$ cat src/hdl/cluster_pkg.sv
// Shared constants and carrier types for the logic cell cluster.
// Assumes a 32-bit AXI4-Lite register bus with an 8-bit byte address.
package cluster_pkg;

  localparam int CELLS  = 10;
  localparam int CIDX_W = 4;
  localparam int ADDR_W = 8;

  // Register byte addresses; cell configuration words start at zero.
  localparam logic [7:0] CFG_BASE = 8'h00;
  localparam logic [7:0] CTRL_OFF = 8'h28;
  localparam logic [7:0] STAT_OFF = 8'h2c;

  localparam logic [31:0] CFG_RESET  = 32'h0000_0000;
  localparam logic [31:0] CTRL_RESET = 32'h0000_1fb8;

  // Control register fields: source codes 0..5 pick a row clock.
  localparam int SRC_W     = 3;
  localparam int CK1_LSB   = 0;
  localparam int CK2_LSB   = 3;
  localparam int FALL2_BIT = 6;
  localparam int CLR1_LSB  = 7;
  localparam int CLR2_LSB  = 10;
  localparam logic [2:0] SRC_LOCAL = 3'h6;
  localparam logic [2:0] SRC_OFF   = 3'h7;

  // Bit positions of the local interconnect control lines.
  localparam int LOCAL_W    = 8;
  localparam int LC_ENA1    = 0;
  localparam int LC_ENA2    = 1;
  localparam int LC_SCLR    = 2;
  localparam int LC_ALOAD   = 3;
  localparam int LC_SLOAD   = 4;
  localparam int LC_ADDNSUB = 5;
  localparam int LC_CLK     = 6;
  localparam int LC_ACLR    = 7;

  localparam int STAT_LUT_LSB = 16;

  localparam logic [1:0] RESP_OKAY   = 2'h0;
  localparam logic [1:0] RESP_SLVERR = 2'h2;

  typedef enum logic [1:0] {FF_D, FF_T, FF_JK, FF_SR} ff_kind_t;

  // One configuration word per cell, bit 31 first.
  typedef struct packed {
    logic       regchain;
    logic       arith;
    logic       clk_sel;
    logic [2:0] out_sel;
    ff_kind_t   kind;
    logic [7:0] in_sel;
    logic [15:0] lut;
  } cell_cfg_t;

  typedef struct packed {
    logic tick;
    logic aclr;
    logic aload;
    logic sclr;
    logic sload;
  } cell_ctl_t;

endpackage : cluster_pkg

$ cat src/hdl/cell_cluster.sv
// Cell cluster: ten logic cells, shared control generation, AXI4-Lite setup.
// Assumes all inputs synchronous to aclk; cluster clocks become edge ticks.
// How it works
// - Ten logic cells share one local interconnect inside the cluster.
// - Cluster makes two clocks, two enables, two clears, sclr, aload, sload, addnsub.
// - Each cluster clock has its own enable; cells on a clock use its enable.
// - Second clock may be the inverse of the first, giving both edges.
// - A low enable suppresses every edge of its clock for its cells.
// - Asynchronous load presets the register when the load data is high.
// - The add/subtract select makes each cell a one-bit adder or subtractor.
// - Shared controls come from six row clocks and the local interconnect.
// - Each cell holds a four-input table for any function of four inputs.
// - Each register acts as D, T, JK or SR flip-flop.
// - Register inputs: data, load data, clock, enable, clear, load control.
// - Asynchronous load data is the fourth data input.
// - Combinational use routes the table result around the register.
// - Three outputs per cell, each picking table result or register.
// - Table and register may serve unrelated functions at once.
// - The register may feed back into its own cell's table.
// - Registered and unregistered table results may appear together.
// - A table chain passes each table result to the next cell.
// - A register chain passes each register to the next cell's register.
// - Left and right neighbours drive local inputs through direct links.
// - Clock and clear may come from row lines; other controls only locally.
// - Subtraction inverts the second operand and forces carry-in one.
// - Normal mode ignores add/subtract; arithmetic mode honours it.
`timescale 1ns/100ps
module cell_cluster #(
  parameter int CELLS = cluster_pkg::CELLS
) (
  input  logic                                 aclk,
  input  logic                                 aresetn,
  input  logic [cluster_pkg::ADDR_W-1:0]       awaddr,
  input  logic                                 awvalid,
  output logic                                 awready,
  input  logic [31:0]                          wdata,
  input  logic [3:0]                           wstrb,
  input  logic                                 wvalid,
  output logic                                 wready,
  output logic [1:0]                           bresp,
  output logic                                 bvalid,
  input  logic                                 bready,
  input  logic [cluster_pkg::ADDR_W-1:0]       araddr,
  input  logic                                 arvalid,
  output logic                                 arready,
  output logic [31:0]                          rdata,
  output logic [1:0]                           rresp,
  output logic                                 rvalid,
  input  logic                                 rready,
  input  logic [5:0]                           row_clk,
  input  logic [cluster_pkg::LOCAL_W-1:0]      ctrl_local,
  input  logic [CELLS-1:0][3:0]                route_in,
  input  logic [CELLS-1:0]                     left_link,
  input  logic [CELLS-1:0]                     right_link,
  output logic [CELLS-1:0]                     route_a,
  output logic [CELLS-1:0]                     route_b,
  output logic                                 carry_out,
  output logic                                 chain_out
);

  if (CELLS < 2 || CELLS > cluster_pkg::CELLS) begin : g_bad_cells
    $error("CELLS must lie between 2 and the register map size");
  end

  function automatic logic pick(input logic [2:0] s, input logic [5:0] rc, input logic lc);
    pick = (s < cluster_pkg::SRC_LOCAL) ? rc[s] : (s == cluster_pkg::SRC_LOCAL) ? lc : 1'b0;
  endfunction : pick

  function automatic logic [31:0] merge(input logic [31:0] o, input logic [31:0] d, input logic [3:0] s);
    logic [31:0] r;
    r = o;
    for (int b = 0; b < 4; b++) begin
      if (s[b])
        r[8*b +: 8] = d[8*b +: 8];
    end
    merge = r;
  endfunction : merge

  // Register file and bus slave state.
  logic [31:0] cfg_reg [CELLS];
  logic [31:0] ctrl_reg;
  logic        awready_reg;
  logic        wready_reg;
  logic        bvalid_reg;
  logic [1:0]  bresp_reg;
  logic        arready_reg;
  logic        rvalid_reg;
  logic [1:0]  rresp_reg;
  logic [31:0] rdata_reg;

  // Cluster state.
  logic        clk1_reg;
  logic        clk2_reg;
  logic [CELLS-1:0] local_reg;
  logic [CELLS-1:0] route_a_reg;
  logic [CELLS-1:0] route_b_reg;
  logic        carry_out_reg;
  logic        chain_out_reg;

  // Cell-facing nets.
  cluster_pkg::cell_cfg_t [CELLS-1:0] cfg_s;
  cluster_pkg::cell_ctl_t [CELLS-1:0] ctl_s;
  logic [CELLS-1:0][3:0] dat;
  logic [CELLS-1:0] lut_v;
  logic [CELLS-1:0] q_vec;
  logic [CELLS:0]   carry_v;
  logic [CELLS-1:0] route_a_next;
  logic [CELLS-1:0] route_b_next;
  logic [CELLS-1:0] local_next;

  // Write side: both channels are taken together, one write at a time.
  wire                            aw_take  = awvalid && wvalid && !awready_reg && !bvalid_reg;
  wire                            wr_fire  = awvalid && awready_reg;
  wire [5:0]                      wr_idx   = awaddr[7:2];
  wire                            wr_cfg   = wr_idx < CELLS;
  wire                            wr_ctl   = awaddr[7:2] == cluster_pkg::CTRL_OFF[7:2];
  wire [cluster_pkg::CIDX_W-1:0]  wr_ci    = wr_cfg ? wr_idx[cluster_pkg::CIDX_W-1:0] : '0;
  wire [31:0]                     cfg_new  = merge(cfg_reg[wr_ci], wdata, wstrb);
  wire [31:0]                     ctrl_new = merge(ctrl_reg, wdata, wstrb);

  // Read side.
  wire                            ar_take  = arvalid && !arready_reg && !rvalid_reg;
  wire                            rd_fire  = arvalid && arready_reg;
  wire [5:0]                      rd_idx   = araddr[7:2];
  wire                            rd_cfg   = rd_idx < CELLS;
  wire                            rd_ctl   = araddr[7:2] == cluster_pkg::CTRL_OFF[7:2];
  wire                            rd_stat  = araddr[7:2] == cluster_pkg::STAT_OFF[7:2];
  wire [cluster_pkg::CIDX_W-1:0]  rd_ci    = rd_cfg ? rd_idx[cluster_pkg::CIDX_W-1:0] : '0;
  wire [31:0]                     stat_word = (32'(lut_v) << cluster_pkg::STAT_LUT_LSB) | 32'(q_vec);
  wire [31:0]                     rd_word  = rd_cfg ? cfg_reg[rd_ci] : rd_ctl ? ctrl_reg :
                                             rd_stat ? stat_word : 32'h0000_0000;

  always_ff @(posedge aclk) begin
    if (!aresetn) begin
      awready_reg <= 1'b0;
      wready_reg  <= 1'b0;
      bvalid_reg  <= 1'b0;
      bresp_reg   <= cluster_pkg::RESP_OKAY;
    end else begin
      awready_reg <= aw_take;
      wready_reg  <= aw_take;
      if (wr_fire) begin
        bvalid_reg <= 1'b1;
        bresp_reg  <= (wr_cfg || wr_ctl) ? cluster_pkg::RESP_OKAY : cluster_pkg::RESP_SLVERR;
      end else if (bready)
        bvalid_reg <= 1'b0;
    end
  end

  always_ff @(posedge aclk) begin
    if (!aresetn) begin
      for (int i = 0; i < CELLS; i++)
        cfg_reg[i] <= cluster_pkg::CFG_RESET;
      ctrl_reg <= cluster_pkg::CTRL_RESET;
    end else if (wr_fire && wr_cfg)
      cfg_reg[wr_ci] <= cfg_new;
    else if (wr_fire && wr_ctl)
      ctrl_reg <= ctrl_new;
  end

  always_ff @(posedge aclk) begin
    if (!aresetn) begin
      arready_reg <= 1'b0;
      rvalid_reg  <= 1'b0;
      rresp_reg   <= cluster_pkg::RESP_OKAY;
      rdata_reg   <= 32'h0000_0000;
    end else begin
      arready_reg <= ar_take;
      if (rd_fire) begin
        rvalid_reg <= 1'b1;
        rdata_reg  <= rd_word;
        rresp_reg  <= (rd_cfg || rd_ctl || rd_stat) ? cluster_pkg::RESP_OKAY : cluster_pkg::RESP_SLVERR;
      end else if (rready)
        rvalid_reg <= 1'b0;
    end
  end

  // Shared control generation from row clocks and local lines.
  wire [2:0] ck1_src = ctrl_reg[cluster_pkg::CK1_LSB +: cluster_pkg::SRC_W];
  wire [2:0] ck2_src = ctrl_reg[cluster_pkg::CK2_LSB +: cluster_pkg::SRC_W];
  wire [2:0] cl1_src = ctrl_reg[cluster_pkg::CLR1_LSB +: cluster_pkg::SRC_W];
  wire [2:0] cl2_src = ctrl_reg[cluster_pkg::CLR2_LSB +: cluster_pkg::SRC_W];
  wire       fall2   = ctrl_reg[cluster_pkg::FALL2_BIT];
  wire       clk1_lvl = pick(ck1_src, row_clk, ctrl_local[cluster_pkg::LC_CLK]);
  // Clock two as the inverse of clock one lets cells use the falling edge.
  wire       clk2_lvl = fall2 ? ~clk1_lvl : pick(ck2_src, row_clk, ctrl_local[cluster_pkg::LC_CLK]);
  wire       aclr1   = pick(cl1_src, row_clk, ctrl_local[cluster_pkg::LC_ACLR]);
  wire       aclr2   = pick(cl2_src, row_clk, ctrl_local[cluster_pkg::LC_ACLR]);
  wire       ena1    = ctrl_local[cluster_pkg::LC_ENA1];
  wire       ena2    = ctrl_local[cluster_pkg::LC_ENA2];
  wire       tick1   = clk1_lvl && !clk1_reg && ena1;
  wire       tick2   = clk2_lvl && !clk2_reg && ena2;
  wire       sclr    = ctrl_local[cluster_pkg::LC_SCLR];
  wire       aload   = ctrl_local[cluster_pkg::LC_ALOAD];
  wire       sload   = ctrl_local[cluster_pkg::LC_SLOAD];
  wire       addnsub = ctrl_local[cluster_pkg::LC_ADDNSUB];

  // Edge history starts high so a clock that is high at reset release gives no false edge.
  always_ff @(posedge aclk) begin
    if (!aresetn) begin
      clk1_reg <= 1'b1;
      clk2_reg <= 1'b1;
    end else begin
      clk1_reg <= clk1_lvl;
      clk2_reg <= clk2_lvl;
    end
  end

  // The first cell receives the select as its carry-in for the two's complement.
  assign carry_v[0] = addnsub;

  for (genvar i = 0; i < CELLS; i++) begin : g_cell
    localparam int P = (i == 0) ? CELLS - 1 : i - 1;
    logic [3:0] spec;
    // Code three gives the chained table, own register packing or the previous cell's registered local line.
    assign spec[0] = (i == 0) ? route_in[i][0] : lut_v[P];
    assign spec[1] = q_vec[i];
    assign spec[2] = local_reg[P];
    assign spec[3] = local_reg[P];
    assign cfg_s[i] = cluster_pkg::cell_cfg_t'(cfg_reg[i]);
    for (genvar k = 0; k < 4; k++) begin : g_in
      wire [1:0] s = cfg_s[i].in_sel[2*k +: 2];
      assign dat[i][k] = (s == 2'h0) ? route_in[i][k] : (s == 2'h1) ? left_link[i] :
                         (s == 2'h2) ? right_link[i] : spec[k];
    end
    assign ctl_s[i].tick  = cfg_s[i].clk_sel ? tick2 : tick1;
    assign ctl_s[i].aclr  = cfg_s[i].clk_sel ? aclr2 : aclr1;
    assign ctl_s[i].aload = aload;
    assign ctl_s[i].sclr  = sclr;
    assign ctl_s[i].sload = sload;
    // Each output picks table or register, so both may serve separate functions.
    assign route_a_next[i] = cfg_s[i].out_sel[0] ? q_vec[i] : lut_v[i];
    assign route_b_next[i] = cfg_s[i].out_sel[1] ? q_vec[i] : lut_v[i];
    assign local_next[i]   = cfg_s[i].out_sel[2] ? q_vec[i] : lut_v[i];

    logic_cell u_cell (
      .aclk      (aclk),
      .aresetn   (aresetn),
      .cfg       (cfg_s[i]),
      .ctl       (ctl_s[i]),
      .dat       (dat[i]),
      .chain_in  ((i == 0) ? 1'b0 : q_vec[P]),
      .carry_in  (carry_v[i]),
      .addnsub   (addnsub),
      .lut_out   (lut_v[i]),
      .reg_q     (q_vec[i]),
      .carry_out (carry_v[i+1])
    );
  end

  // Local feedback is registered to break the loop a cell's own output would close.
  always_ff @(posedge aclk) begin
    if (!aresetn) begin
      local_reg     <= '0;
      route_a_reg   <= '0;
      route_b_reg   <= '0;
      carry_out_reg <= 1'b0;
      chain_out_reg <= 1'b0;
    end else begin
      local_reg     <= local_next;
      route_a_reg   <= route_a_next;
      route_b_reg   <= route_b_next;
      carry_out_reg <= carry_v[CELLS];
      chain_out_reg <= q_vec[CELLS-1];
    end
  end

  assign awready   = awready_reg;
  assign wready    = wready_reg;
  assign bvalid    = bvalid_reg;
  assign bresp     = bresp_reg;
  assign arready   = arready_reg;
  assign rvalid    = rvalid_reg;
  assign rresp     = rresp_reg;
  assign rdata     = rdata_reg;
  assign route_a   = route_a_reg;
  assign route_b   = route_b_reg;
  assign carry_out = carry_out_reg;
  assign chain_out = chain_out_reg;
endmodule : cell_cluster

$ cat src/hdl/logic_cell.sv
// One logic cell: four-input table, carry logic and a configurable register.
// Assumes the cluster supplies edge ticks and already-selected control levels.
`timescale 1ns/100ps
module logic_cell (
  input  logic                   aclk,
  input  logic                   aresetn,
  input  cluster_pkg::cell_cfg_t cfg,
  input  cluster_pkg::cell_ctl_t ctl,
  input  logic [3:0]             dat,
  input  logic                   chain_in,
  input  logic                   carry_in,
  input  logic                   addnsub,
  output logic                   lut_out,
  output logic                   reg_q,
  output logic                   carry_out
);
  logic b_op;
  logic sum;
  logic d_in;
  logic q_next;

  // The select is ignored in normal mode so general logic never sees it.
  assign b_op      = cfg.arith ? (dat[2] ^ addnsub) : dat[2];
  assign sum       = dat[1] ^ b_op ^ carry_in;
  assign carry_out = cfg.arith ? ((dat[1] & b_op) | (carry_in & (dat[1] ^ b_op))) : carry_in;
  assign lut_out   = cfg.arith ? sum : cfg.lut[dat];
  assign d_in      = cfg.regchain ? chain_in : lut_out;

  // The fourth data input is the second control of the JK and SR kinds.
  always_comb begin
    unique case (cfg.kind)
      cluster_pkg::FF_D:  q_next = d_in;
      cluster_pkg::FF_T:  q_next = reg_q ^ d_in;
      cluster_pkg::FF_JK: q_next = (d_in & ~reg_q) | (~dat[3] & reg_q);
      cluster_pkg::FF_SR: q_next = d_in | (~dat[3] & reg_q);
    endcase
  end

  always_ff @(posedge aclk) begin
    if (!aresetn)
      reg_q <= 1'b0;
    else if (ctl.aclr)
      reg_q <= 1'b0;
    else if (ctl.aload)
      reg_q <= dat[3];
    else if (ctl.tick) begin
      if (ctl.sclr)
        reg_q <= 1'b0;
      else if (ctl.sload)
        reg_q <= dat[3];
      else
        reg_q <= q_next;
    end
  end

endmodule : logic_cell

$ cat config.mk
export PLATFORM = sky130hd
export DESIGN_NAME = cell_cluster
export DESIGN_NICKNAME = d
export VERILOG_FILES = /design/src/hdl/cluster_pkg.sv /design/src/hdl/cell_cluster.sv /design/src/hdl/logic_cell.sv
export SDC_FILE = /design/constraint.sdc
export NUM_CORES = 1
export LEC_CHECK = 0
export BUFFER_PORTS_ARGS = -buffer_cell sky130_fd_sc_hd__buf_2
export CELL_PAD_IN_SITES_DETAIL_PLACEMENT = 1
export CELL_PAD_IN_SITES_GLOBAL_PLACEMENT = 2
export CORE_AREA = 2 2 226 273
export DETAILED_ROUTE_END_ITERATION = 10
export DIE_AREA = 0 0 228 275
export PLACE_DENSITY_LB_ADDON = 0.15
export SLEW_MARGIN = 5
export SYNTH_ARGS = -nofsm -noshare
export SYNTH_HDL_FRONTEND = slang
export SYNTH_SLANG_ARGS = --single-unit
$ cat constraint.sdc
create_clock -name aclk -period 13.09 [get_ports aclk]
set_input_delay 0.6545 -clock aclk [delete_from_list [all_inputs] [get_ports aclk]]
set_output_delay 0.6545 -clock aclk [all_outputs]
set_load 0.01 [all_outputs]
==> impl_results.md, run 1 <==
* Status: complete, no violations
* Die X at 228 um
* Fmax at 0.09672 GHz
* Clk sinks at 434
* Largest net degree at the start of global routing at 128
* CP startpoint kind: flip-flop
* Effective utilization at floorplan at 38.66%
* Cell Rows at 99
* Drt wl/cell at 31.25 um
* Final nets at 2426
* Setup TNS at 0 ps
* VDD IR max at 0.08255 mV
* Num CTS Buffers at 47
* Root buf cell: clkbuf_16
* Post-detail-place hpwl at 73.46 mm
* CP max-delay cell: dfxtp_1
* Layout cell share with drive strength beyond 1 at 20.05%
* Crit. End Element: flip-flop
* Hold buffer count at cts at 0
* Die Y at 275 um
* Ys async rst share at 0%
* Global route overflow at 0
* Core Box Area at 0.06020 mm^2
* Synth area leaders: edfxtp_1 (41%), mux4_2 (12%), dfxtp_1 (9.8%)
* CTS max path bufs at 3
* Post-synthesis cell type count at 86
* Slew HR at 14.94%
* Synth top area share at 41.29%
* Drt total wl at 97.41 mm
* WL met3 at 5.126 mm
* CP required at 13600 ps
* RSZ-0062 raised after global routing: false
* CP max FO at 8
* I/O pin count at 196
* Dpl cells at 3032
* Hold Violations, Final at 0
* CTS tree: built
* Vias in the first global route at 18998
* Mean Syn Cell Area at 11.07 um^2
* Post-CTS setup repair buffer count at 0
* First-pass GRT wire length at 136.9 mm
* Cells after Synth at 2102
* Gates resized, CTS repair at 0
* Fin crit period at 10340 ps
* Area of the multi-input gates at 0.01077 mm^2
* Setup CP Type: flip-flop to flip-flop
* Top FF cell, synth: edfxtp_1
* Pwr Density at 130.0 mW/mm^2
* Max Slew Vio Count at 0
* Worst-Skew Late Latency at 620 ps
* Synth area leader: edfxtp_1
* Synthesis-to-finish area growth at 14.39%
* Register area at 0.01189 mm^2
* Number of DRC markers in iteration 0 at 1688
* Ant diodes at 0
* Max_cap viols at 0
* Initial antenna violation count at 3
* Final setup vio count at 0
* Final period utilization at 78.98%
* Number of flops mapped to enable cells by yosys at 320
* DRT met1 WL at 37.84 mm
* Fillers at 6639
* Max Used Layer: met4
* Final Skew at 34.18 ps
* Buf/Inv on CP at 1
* CP dominant cell by count: fa_1
* Die ar. at 0.06270 mm^2
* Gpl congestion at 0.9314
* Top delay family on crit path: adder cells
* CP Data Arrival Time at 10850 ps
* Static leakage at 0.01010 uW
* DR pass1 iterations at 5
* Wire length on met2 at 48.95 mm
* Port Buffer Count at 189
* Max reg flops at 320
* Sequential area share after synthesis at 51.10%
* Vias at 18759
* CP max stage delay at 560 ps
* Antenna Nets Post-Route at 0
* Reg2reg setup slack at 2750 ps
* HP Class: input pin to flip-flop
* Reg clk slew, reported paths at 60 ps
* DRC viols at 0
* Global-route usage over all layers at 30.63%
* Synthesized area at 0.02327 mm^2
* H-tree depth at 2
* Fin cells at 3117
* Vias per cell at 6.018
* Worst Tran Pin Value at 1273 ps
* Yosys warns at 0
* Register bit total from synthesis at 434
[cells by family after synthesis]
family                     count (synthesis)  synth area share, %
AOI/OAI and AO/OA                        366                11.62
xor gates and xnor gates                  10               0.3763
adders and majority gates                 20                1.398
buffers and inverters                    171                2.850
DFF                                      434                51.10
muxes                                    237                17.00
other                                      1              0.01611
and+or+nand+nor                          863                15.65
[report_power, final]
group	internal (uW)	total (uW)	switching [uW]	leakage [uW]
sequential	1530	1590	53.7	0.00417
combinational	192	518	325	0.00519
clock	759	1360	598	0.000737
total	2480	3460	977	0.0101
[cell usage after synthesis, drive strengths merged, types with 3 or more instances]
library cell / instances
nor2: 383
edfxtp: 320
nand2: 313
mux4: 124
dfxtp: 114
mux2i: 91
inv: 79
clkbuf: 76
o21ai: 76
nand3: 63
a21oi: 62
o211a: 46
a211oi: 34
o211ai: 30
a21boi: 26
mux2: 22
and2: 20
o221ai: 19
nor2b: 17
buf: 16
nand2b: 13
nor3: 12
fa: 10
ha: 10
xor2: 10
nand3b: 8
a31oi: 7
o21a: 7
a221oi: 6
nor4: 6
o31ai: 6
nor3b: 5
o41ai: 5
and3: 4
o31a: 4
or2: 4
a211o: 3
a221o: 3
a22o: 3
a22oi: 3
nor4b: 3
o22a: 3
o32ai: 3
[area by class of cell]
type	instances	area share, %
multi-input cells	1498	40.47
inverters	79	1.114
flip-flops and latches	434	44.67
well taps	808	3.798
repair buffers	213	4.287
clock inverters	21	0.6157
clock buffers	64	5.048
[metal layers]
| layer | track usage (%) | up-vias |
|---|---|---|
| met5 | 0 | - |
| met4 | 15.96 | 0 |
| met3 | 3.959 | 199 |
| met2 | 53.90 | 720 |
| met1 | 36.95 | 9722 |
| li1 | - | 8118 |
[worst reg2reg max path: cells and delay by family (launching register included)]
| kind | cells | cell delay, ps |
|---|---|---|
| flip-flops | 1 | 560 |
| buffers and inverters | 1 | 130 |
| adder cells (fa/ha/maj) | 9 | 3750 |
| AND/OR/NAND/NOR | 4 | 540 |
| AO/OA/AOI/OAI | 14 | 2530 |
| multiplexers | 8 | 2770 |
[cell usage in the layout (no fill, tap or decap), drive strengths merged, types with 4 or more instances in the layout]
cell type  instances
a31oi              7
a21oi             62
o21a               7
dfxtp            114
o41ai              5
nand3             63
nand3b             8
inv               80
nor2b             17
nand2            313
nand2b            13
mux2i             91
and3               4
a211oi            34
nor4               6
fa                10
nor3b              5
or2                4
and2              20
clkbuf            64
nor3              12
a21boi            26
clkinv            15
o31ai              6
ha                10
o211a             46
mux2              22
nor2             383
buf              213
xor2              10
mux4             124
o211ai            30
o221ai            19
a221oi             6
o21ai             76
edfxtp           320
o31a               4
[through the flow]
step | instance area (um^2) | power (uW) | util [%] | setup slack [ps] | hold slack (ps)
floorplan | 23270 | 1898 | - | 3494 | 440.3
global placement | 25110 | 2115 | 41.72 | 2711 | 421.5
detailed placement | 25110 | 2127 | 41.72 | 2464 | 432.6
CTS | 26620 | 3466 | 44.22 | 2723 | 265.4
global route | 26620 | 3560 | 44.22 | 2210 | 300.9
finish | 26620 | 3460 | 44.22 | 2751 | 280.2
[path summary, 6_finish.rpt]
path | start | to | cells past startpoint
max | g_cell[0].u_cell.reg_q$_SDFFE_PP0P_ | g_cell[9].u_cell.reg_q$_SDFFE_PP0P_ | 36
min | wdata[10] | ctrl_reg[10]$_SDFFE_PN1P_ | 3
max reg2reg | g_cell[0].u_cell.reg_q$_SDFFE_PP0P_ | g_cell[9].u_cell.reg_q$_SDFFE_PP0P_ | 36
min reg2reg | bvalid$_SDFFE_PN0P_ | wready$_SDFF_PN0_ | 1
Power figures use the tool's default switching activity.
==> inputs of run 2 (changes only) <==
--- a/config.mk
+++ b/config.mk
@@ -5,12 +5,13 @@
 export SDC_FILE = /design/constraint.sdc
 export NUM_CORES = 1
 export LEC_CHECK = 0
+export ABC_AREA = 1
 export BUFFER_PORTS_ARGS = -buffer_cell sky130_fd_sc_hd__buf_2
 export CELL_PAD_IN_SITES_DETAIL_PLACEMENT = 1
 export CELL_PAD_IN_SITES_GLOBAL_PLACEMENT = 2
-export CORE_AREA = 2 2 226 273
+export CORE_AREA = 2 2 244 294
 export DETAILED_ROUTE_END_ITERATION = 10
-export DIE_AREA = 0 0 228 275
+export DIE_AREA = 0 0 246 296
 export PLACE_DENSITY_LB_ADDON = 0.15
 export SLEW_MARGIN = 5
 export SYNTH_ARGS = -nofsm -noshare
==> constraint.sdc (replaced) <==
create_clock -name aclk -period 10.4 [get_ports aclk]
set_input_delay 0.52 -clock aclk [delete_from_list [all_inputs] [get_ports aclk]]
set_output_delay 0.52 -clock aclk [all_outputs]
set_load 0.01 [all_outputs]
==> impl_results.md, run 2 <==
* Hold buffer count at cts at 0 (unchanged)
* Static leakage at 0.01196 uW (was 0.01010 uW)
* Die X at 246 um (was 228 um)
* Final nets at 3436 (was 2426)
* DRC viols at 0 (unchanged)
* Global route overflow at 0 (unchanged)
* Final period utilization at 101.6% (was 78.98%)
* DR pass1 iterations at 7 (was 5)
* Drt wl/cell at 27.67 um (was 31.25 um)
* Global-route usage over all layers at 31.36% (was 30.63%)
* Drt total wl at 117.6 mm (was 97.41 mm)
* Synthesis-to-finish area growth at 18.57% (was 14.39%)
* Number of DRC markers in iteration 0 at 1653 (was 1688)
* Fmax at 0.09463 GHz (was 0.09672 GHz)
* Layout cell share with drive strength beyond 1 at 15.26% (was 20.05%)
* Setup CP Type: flip-flop to flip-flop (unchanged)
* Violated checks: setup timing
* Core Box Area at 0.07029 mm^2 (was 0.06020 mm^2)
* Max Slew Vio Count at 0 (unchanged)
* H-tree depth at 2 (unchanged)
* Final setup margin at -167.9 ps (was 2751 ps)
* Worst-Skew Late Latency at 640 ps (was 620 ps)
* Yosys warns at 0 (unchanged)
* VDD IR max at 0.1184 mV (was 0.08255 mV)
* Commonest non-fill, non-tap cells in the layout: nand2_1 (471), nor2_1 (394), edfxtp_1 (340) (was nor2_1 (380), edfxtp_1 (320), nand2_1 (312))
* CP startpoint kind: flip-flop (unchanged)
* CP max-delay cell: edfxtp_1 (was dfxtp_1)
* Ant diodes at 0 (unchanged)
* Max_cap viols at 0 (unchanged)
* Synth top area share at 40.83% (was 41.29%)
* CP Data Arrival Time at 11080 ps (was 10850 ps)
* I/O pin count at 196 (unchanged)
* Die Y at 296 um (was 275 um)
* Effective utilization at floorplan at 35.57% (was 38.66%)
* Clk sinks at 454 (was 434)
* Crit. End Element: flip-flop (unchanged)
* Gpl congestion at 0.9409 (was 0.9314)
* Max reg flops at 340 (was 320)
* Register bit total from synthesis at 454 (was 434)
* Num CTS Buffers at 52 (was 47)
* Ys async rst share at 0% (unchanged)
* HP Class: input pin to flip-flop (unchanged)
* Largest net degree at the start of global routing at 92 (was 128)
* Fin crit period at 10570 ps (was 10340 ps)
* Top FF cell, synth: edfxtp_1 (unchanged)
* Hold Violations, Final at 0 (unchanged)
* Cells after Synth at 3070 (was 2102)
* Worst Tran Pin Value at 1278 ps (was 1273 ps)
* Mean Syn Cell Area at 8.144 um^2 (was 11.07 um^2)
* Vias per cell at 5.633 (was 6.018)
* Port Buffer Count at 189 (unchanged)
* Final setup vio count at 1 (was 0)
* Number of flops mapped to enable cells by yosys at 340 (was 320)
* Slew HR at 14.46% (was 14.94%)
* Sequential area share after synthesis at 49.96% (was 51.10%)
* Final Skew at 23.43 ps (was 34.18 ps)
* Cell Rows at 107 (was 99)
* Post-detail-place hpwl at 88.59 mm (was 73.46 mm)
* Pwr Density at 158.4 mW/mm^2 (was 130.0 mW/mm^2)
* DP Worst Slack at -392.6 ps (was 2464 ps)
* Most common cell after layout, fill and taps aside: nand2_1 (was nor2_1)
* Antenna Nets Post-Route at 0 (unchanged)
* Vias in the first global route at 24076 (was 18998)
* Die ar. at 0.07282 mm^2 (was 0.06270 mm^2)
* Status: finished with violations (was complete, no violations)
* Root buf cell: clkbuf_16 (unchanged)
* Commonest cells in the synthesized netlist: nand2_1 (494), nor2_1 (398), inv_1 (342), edfxtp_1 (340), a21oi_1 (325) (was nor2_1 (383), edfxtp_1 (320), nand2_1 (312), mux4_2 (124), dfxtp_1 (114))
* CP dominant cell by count: nand3_2 (was fa_1)
* Reg clk slew, reported paths at 70 ps (was 60 ps)
* Initial antenna violation count at 6 (was 3)
* CP max stage delay at 450 ps (was 560 ps)
* Post-synthesis cell type count at 48 (was 86)
* CP required at 10910 ps (was 13600 ps)
* Synthesized area at 0.02500 mm^2 (was 0.02327 mm^2)
* Synth area leader: edfxtp_1 (unchanged)
* Vias at 23934 (was 18759)
* CTS tree: built (unchanged)
* Synth area leaders: edfxtp_1 (41%), dfxtp_1 (9.1%), nand2_1 (7.4%) (was edfxtp_1 (41%), mux4_2 (12%), dfxtp_1 (9.8%))
* Most frequent cell after synthesis: nand2_1 (was nor2_1)
* CTS max path bufs at 3 (unchanged)
* CP max FO at 8 (unchanged)
* Fin Hold WS at 147.2 ps (was 280.2 ps)
* RSZ-0062 raised after global routing: true (was false)
* First-pass GRT wire length at 163.9 mm (was 136.9 mm)
==> run 2: cell types whose count changed in the layout (fill, tap and decap cells not counted), moves of 91 or more <==
cell     previous run  this run
a21oi_1            62       324
inv_1              78       339
mux2i_1            91         0
mux4_2            124         0
nand2_1           312       471
nand3_1            63       189
o21ai_0            75       304
==> run 2: final cells by class <==
class / instances / area (um^2)
clock buffer: 74 / 1456
clock inverter: 20 / 231.5
fill: 8428 / 40640
inverter: 384 / 1444
multi-input combinational: 2138 / 11370
sequential: 454 / 12490
tap: 926 / 1159
timing repair buffer: 253 / 1498
==> run 2: per-layer routing <==
metal	vias up	global-route usage (%)	wire (um)
li1	10897	-	-
met1	12001	38.02	46180
met2	806	54.93	58060
met3	228	4.145	6727
met4	2	14.78	6580
met5	-	0	14
==> run 2: report_power, final <==
group          internal, uW  leakage [uW]  total (uW)  switching [uW]
Sequential             2020       0.00437        2070            54.6
Combinational           228       0.00676         751             523
Clock                  1070      0.000828        1870             801
==> run 2: what timing repair did <==
action,CTS,global route
pin swaps,0,54
buffers inserted,0,16
cloned,0,6
resized for setup,5,123
setup endpoints to repair,1,7
==> run 2: critical path, delay by kind of cell, from the launching register on <==
kind	cells	cell delay, ps
flip-flops	1	450
AND/OR/NAND/NOR	78	7760
AO/OA/AOI/OAI	5	580
adder cells (fa/ha/maj)	2	630
XOR/XNOR	1	170
buffers and inverters	6	780
==> run 2: kinds of logic (layout without fill, tap and decap cells) <==
group	count (synthesis)	in the layout	share of synthesized area, %
XOR/XNOR	19	19	0.6656
buffers and inverters	505	731	7.722
AND/OR/NAND/NOR	1248	1254	22.09
flip-flops	454	454	49.96
other	1	22	0.01500
adder cells (fa/ha/maj)	20	20	1.301
AO/OA/AOI/OAI	823	823	18.25
==> run 2: path summary, 6_finish.rpt <==
check | startpoint | endpoint | slack [ps] | cells past startpoint
worst max register to register | cfg_reg[0][21]$_SDFFCE_PN0P_ | g_cell[9].u_cell.reg_q$_SDFFE_PP0P_ | -170 | 92
worst min register to register | bvalid$_SDFFE_PN0P_ | wready$_SDFF_PN0_ | 440 | 1
worst max-delay path | cfg_reg[0][21]$_SDFFCE_PN0P_ | g_cell[9].u_cell.reg_q$_SDFFE_PP0P_ | -170 | 92
worst min-delay path | wdata[18] | ctrl_reg[18]$_SDFFE_PN0P_ | 150 | 3
==> run 2: per-stage QoR <==
step	TNS [ps]	cells	instance area [um^2]	total power, uW	util (%)
after detailed placement	-392.6	4133	27090	2772	38.55
after floorplan	0	3091	25080	2463	-
after global routing	-1359	4249	29650	4840	42.18
after global placement	-67.76	4133	27090	2752	38.55
final	-167.9	4249	29650	4697	42.18
after CTS	-149.5	4227	28810	4635	40.99
==> inputs of run 3 (changes only) <==
--- a/config.mk
+++ b/config.mk
@@ -13,6 +13,7 @@
 export DETAILED_ROUTE_END_ITERATION = 10
 export DIE_AREA = 0 0 246 296
 export PLACE_DENSITY_LB_ADDON = 0.15
+export RECOVER_POWER = 100
 export SLEW_MARGIN = 5
 export SYNTH_ARGS = -nofsm -noshare
 export SYNTH_HDL_FRONTEND = slang
==> constraint.sdc (replaced) <==
create_clock -name aclk -period 10.4 [get_ports aclk]
set_input_delay 0.52 -clock aclk [delete_from_list [all_inputs] [get_ports aclk]]
set_output_delay 0.52 -clock aclk [all_outputs]
set_load 0.02 [all_outputs]
==> impl_results.md, run 3 (synthesized netlist as in run 2, its figures left out) <==
* Status: finished with violations (unchanged)
* Violated checks: capacitance limit, slew limit, setup timing (was setup timing)
* CP dominant cell by count: nand3_2 (unchanged)
* Post-detail-place hpwl at 88.59 mm (unchanged)
* I/O pin count at 196 (unchanged)
* DP Worst Slack at -392.6 ps (unchanged)
* GR Layer Usage met1 at 38.02% (unchanged)
* Reg-to-reg startpoint: cfg_reg[0][21]$_SDFFCE_PN0P_ (unchanged)
* Die ar. at 0.07282 mm^2 (unchanged)
* Root buf cell: clkbuf_16 (unchanged)
* Hold EP: ctrl_reg[18]$_SDFFE_PN0P_ (unchanged)
* Fin Hold WS at 147.1 ps (was 147.2 ps)
* HP Class: input pin to flip-flop (unchanged)
* Hold Startpoint: wdata[18] (unchanged)
* CTS max path bufs at 3 (unchanged)
* GRT busiest layer: met2 (unchanged)
* Gpl congestion at 0.9409 (unchanged)
* Hold buffer count at cts at 0 (unchanged)
* Global-route usage over all layers at 31.36% (unchanged)
* CP startpoint kind: flip-flop (unchanged)
* Power Total at 4707 uW (was 4697 uW)
* CP required at 10910 ps (about the same)
* CP Data Arrival Time at 11100 ps (was 11080 ps)
* Static leakage at 0.01169 uW (was 0.01196 uW)
* RR Endpoint: g_cell[9].u_cell.reg_q$_SDFFE_PP0P_ (unchanged)
* Core Box Area at 0.07029 mm^2 (unchanged)
* Final period utilization at 101.8% (was 101.6%)
* Synthesis-to-finish area growth at 18.17% (was 18.57%)
* Max reg flops at 340 (unchanged)
* Fin crit period at 10590 ps (was 10570 ps)
* CP max stage delay at 450 ps (about the same)
* Reg clk slew, reported paths at 60 ps (was 70 ps)
* Port Buffer Count at 189 (unchanged)
* CTS tree: built (unchanged)
* Drt wl/cell at 27.69 um (was 27.67 um)
* First-pass GRT wire length at 163.9 mm (unchanged)
* Fillers at 8461 (was 8428)
* Vias at 23957 (was 23934)
* Antenna Nets Post-Route at 0 (unchanged)
* DRC viols at 0 (unchanged)
* Hold Violations, Final at 0 (unchanged)
* Layout cell share with drive strength beyond 1 at 13.21% (was 15.26%)
* Drt total wl at 117.7 mm (was 117.6 mm)
* Global route overflow at 0 (unchanged)
* Reg2reg setup slack at -190 ps (was -170 ps)
* Max Slew Vio Count at 194 (was 0)
* Worst-Skew Late Latency at 640 ps (about the same)
* RSZ-0062 raised after global routing: true (unchanged)
* Vias per cell at 5.637 (was 5.633)
* Max_cap viols at 4 (was 0)
* Setup CP Type: flip-flop to flip-flop (unchanged)
* VDD IR max at 0.1181 mV (was 0.1184 mV)
* Num CTS Buffers at 52 (unchanged)
* Initial antenna violation count at 6 (unchanged)
* Cell Rows at 107 (unchanged)
* Die Y at 296 um (unchanged)
* Number of DRC markers in iteration 0 at 1870 (was 1653)
* Die X at 246 um (unchanged)
* Pwr Density at 159.3 mW/mm^2 (was 158.4 mW/mm^2)
* CP max-delay cell: edfxtp_1 (unchanged)
* Final setup vio count at 1 (unchanged)
* Met3 usage at 4.145% (unchanged)
* Effective utilization at floorplan at 35.57% (unchanged)
* Final setup margin at -190.7 ps (was -167.9 ps)
* Final Skew at 25.49 ps (was 23.43 ps)
* Slew HR at -148.1% (was 14.46%)
* Most common cell after layout, fill and taps aside: nand2_1 (unchanged)
* Clk sinks at 454 (unchanged)
* Worst Hold Depth at 3 (unchanged)
* Commonest non-fill, non-tap cells in the layout: nand2_1 (471), nor2_1 (394), edfxtp_1 (340) (unchanged)
* DR pass1 iterations at 5 (was 7)
* Crit. End Element: flip-flop (unchanged)
* Final nets at 3436 (unchanged)
* Worst Tran Pin Value at 3722 ps (was 1278 ps)
* Fmax at 0.09442 GHz (was 0.09463 GHz)
* H-tree depth at 2 (unchanged)
* Vias in the first global route at 24076 (unchanged)
* Largest net degree at the start of global routing at 92 (unchanged)
* Grt met2 use at 54.93% (unchanged)
* CP max FO at 8 (unchanged)
* R2R depth at 91 (was 92)
-- run 3: cell types whose count changed in the layout (fill, tap and decap cells not counted), sizes merged --
cell / delta
clkbuf: +68
buf: -68
diode: +1
-- run 3: how the worst max path moves through the flow --
stage / startpoint / to / slack (ps) / cells past startpoint
detailed placement: left_link[0] / g_cell[9].u_cell.reg_q$_SDFFE_PP0P_ / -390 / 93
finish: cfg_reg[0][21]$_SDFFCE_PN0P_ / g_cell[9].u_cell.reg_q$_SDFFE_PP0P_ / -190 / 91
floorplan: ctrl_local[5] / g_cell[9].u_cell.reg_q$_SDFFE_PP0P_ / 1840 / 89
CTS: cfg_reg[0][21]$_SDFFCE_PN0P_ / g_cell[9].u_cell.reg_q$_SDFFE_PP0P_ / -150 / 92
global placement: right_link[0] / g_cell[9].u_cell.reg_q$_SDFFE_PP0P_ / -70 / 93
global route: cfg_reg[0][21]$_SDFFCE_PN0P_ / g_cell[9].u_cell.reg_q$_SDFFE_PP0P_ / -720 / 94
-- run 3: cell type report --
cell class	instances	area, um^2	area share, %
antenna	1	2.502	0.008470
clock buffer	74	1456	4.929
clock inverter	20	231.5	0.7834
inverter	384	1444	4.887
multi-input combinational	2138	11370	38.47
sequential	454	12490	42.28
tap	926	1159	3.921
timing repair buffer	253	1395	4.722
-- run 3: layer usage --
metal | vias to the layer above | share of wire, %
met3 | 221 | 5.6
met4 | 2 | 5.6
met1 | 12049 | 40
met5 | - | 0.012
met2 | 790 | 49
li1 | 10895 | -
-- run 3: metrics by stage --
step	cells	setup TNS, ps	instance area, um^2	utilization (%)
floorplan	3091	0	25080	-
global placement	4133	-67.76	27090	38.55
detailed placement	4133	-392.6	27090	38.55
CTS	4227	-149.5	28810	40.99
global route	4250	-1408	29550	42.04
finish	4250	-190.7	29550	42.04
-- run 3: power breakdown --
part,switching (uW),internal (uW)
Combinational,533,226
Sequential,54.9,2020
Clock,801,1070
Total,1390,3320
-- run 3: repair_timing --
| action | in CTS | in global routing |
|---|---|---|
| cloned | 0 | 6 |
| gates resized for setup | 5 | 123 |
| setup endpoints to repair | 1 | 7 |
| pin swaps | 0 | 54 |
| setup buffers | 0 | 16 |
-- run 3: critical path: cells and delay by family, from the launching register on --
family / cells / cell delay (ps)
AO/OA/AOI/OAI: 5 / 550
XOR/XNOR: 1 / 170
adder cells (fa/ha/maj): 2 / 730
buffers and inverters: 6 / 780
flip-flops: 1 / 450
AND/OR/NAND/NOR: 77 / 7700
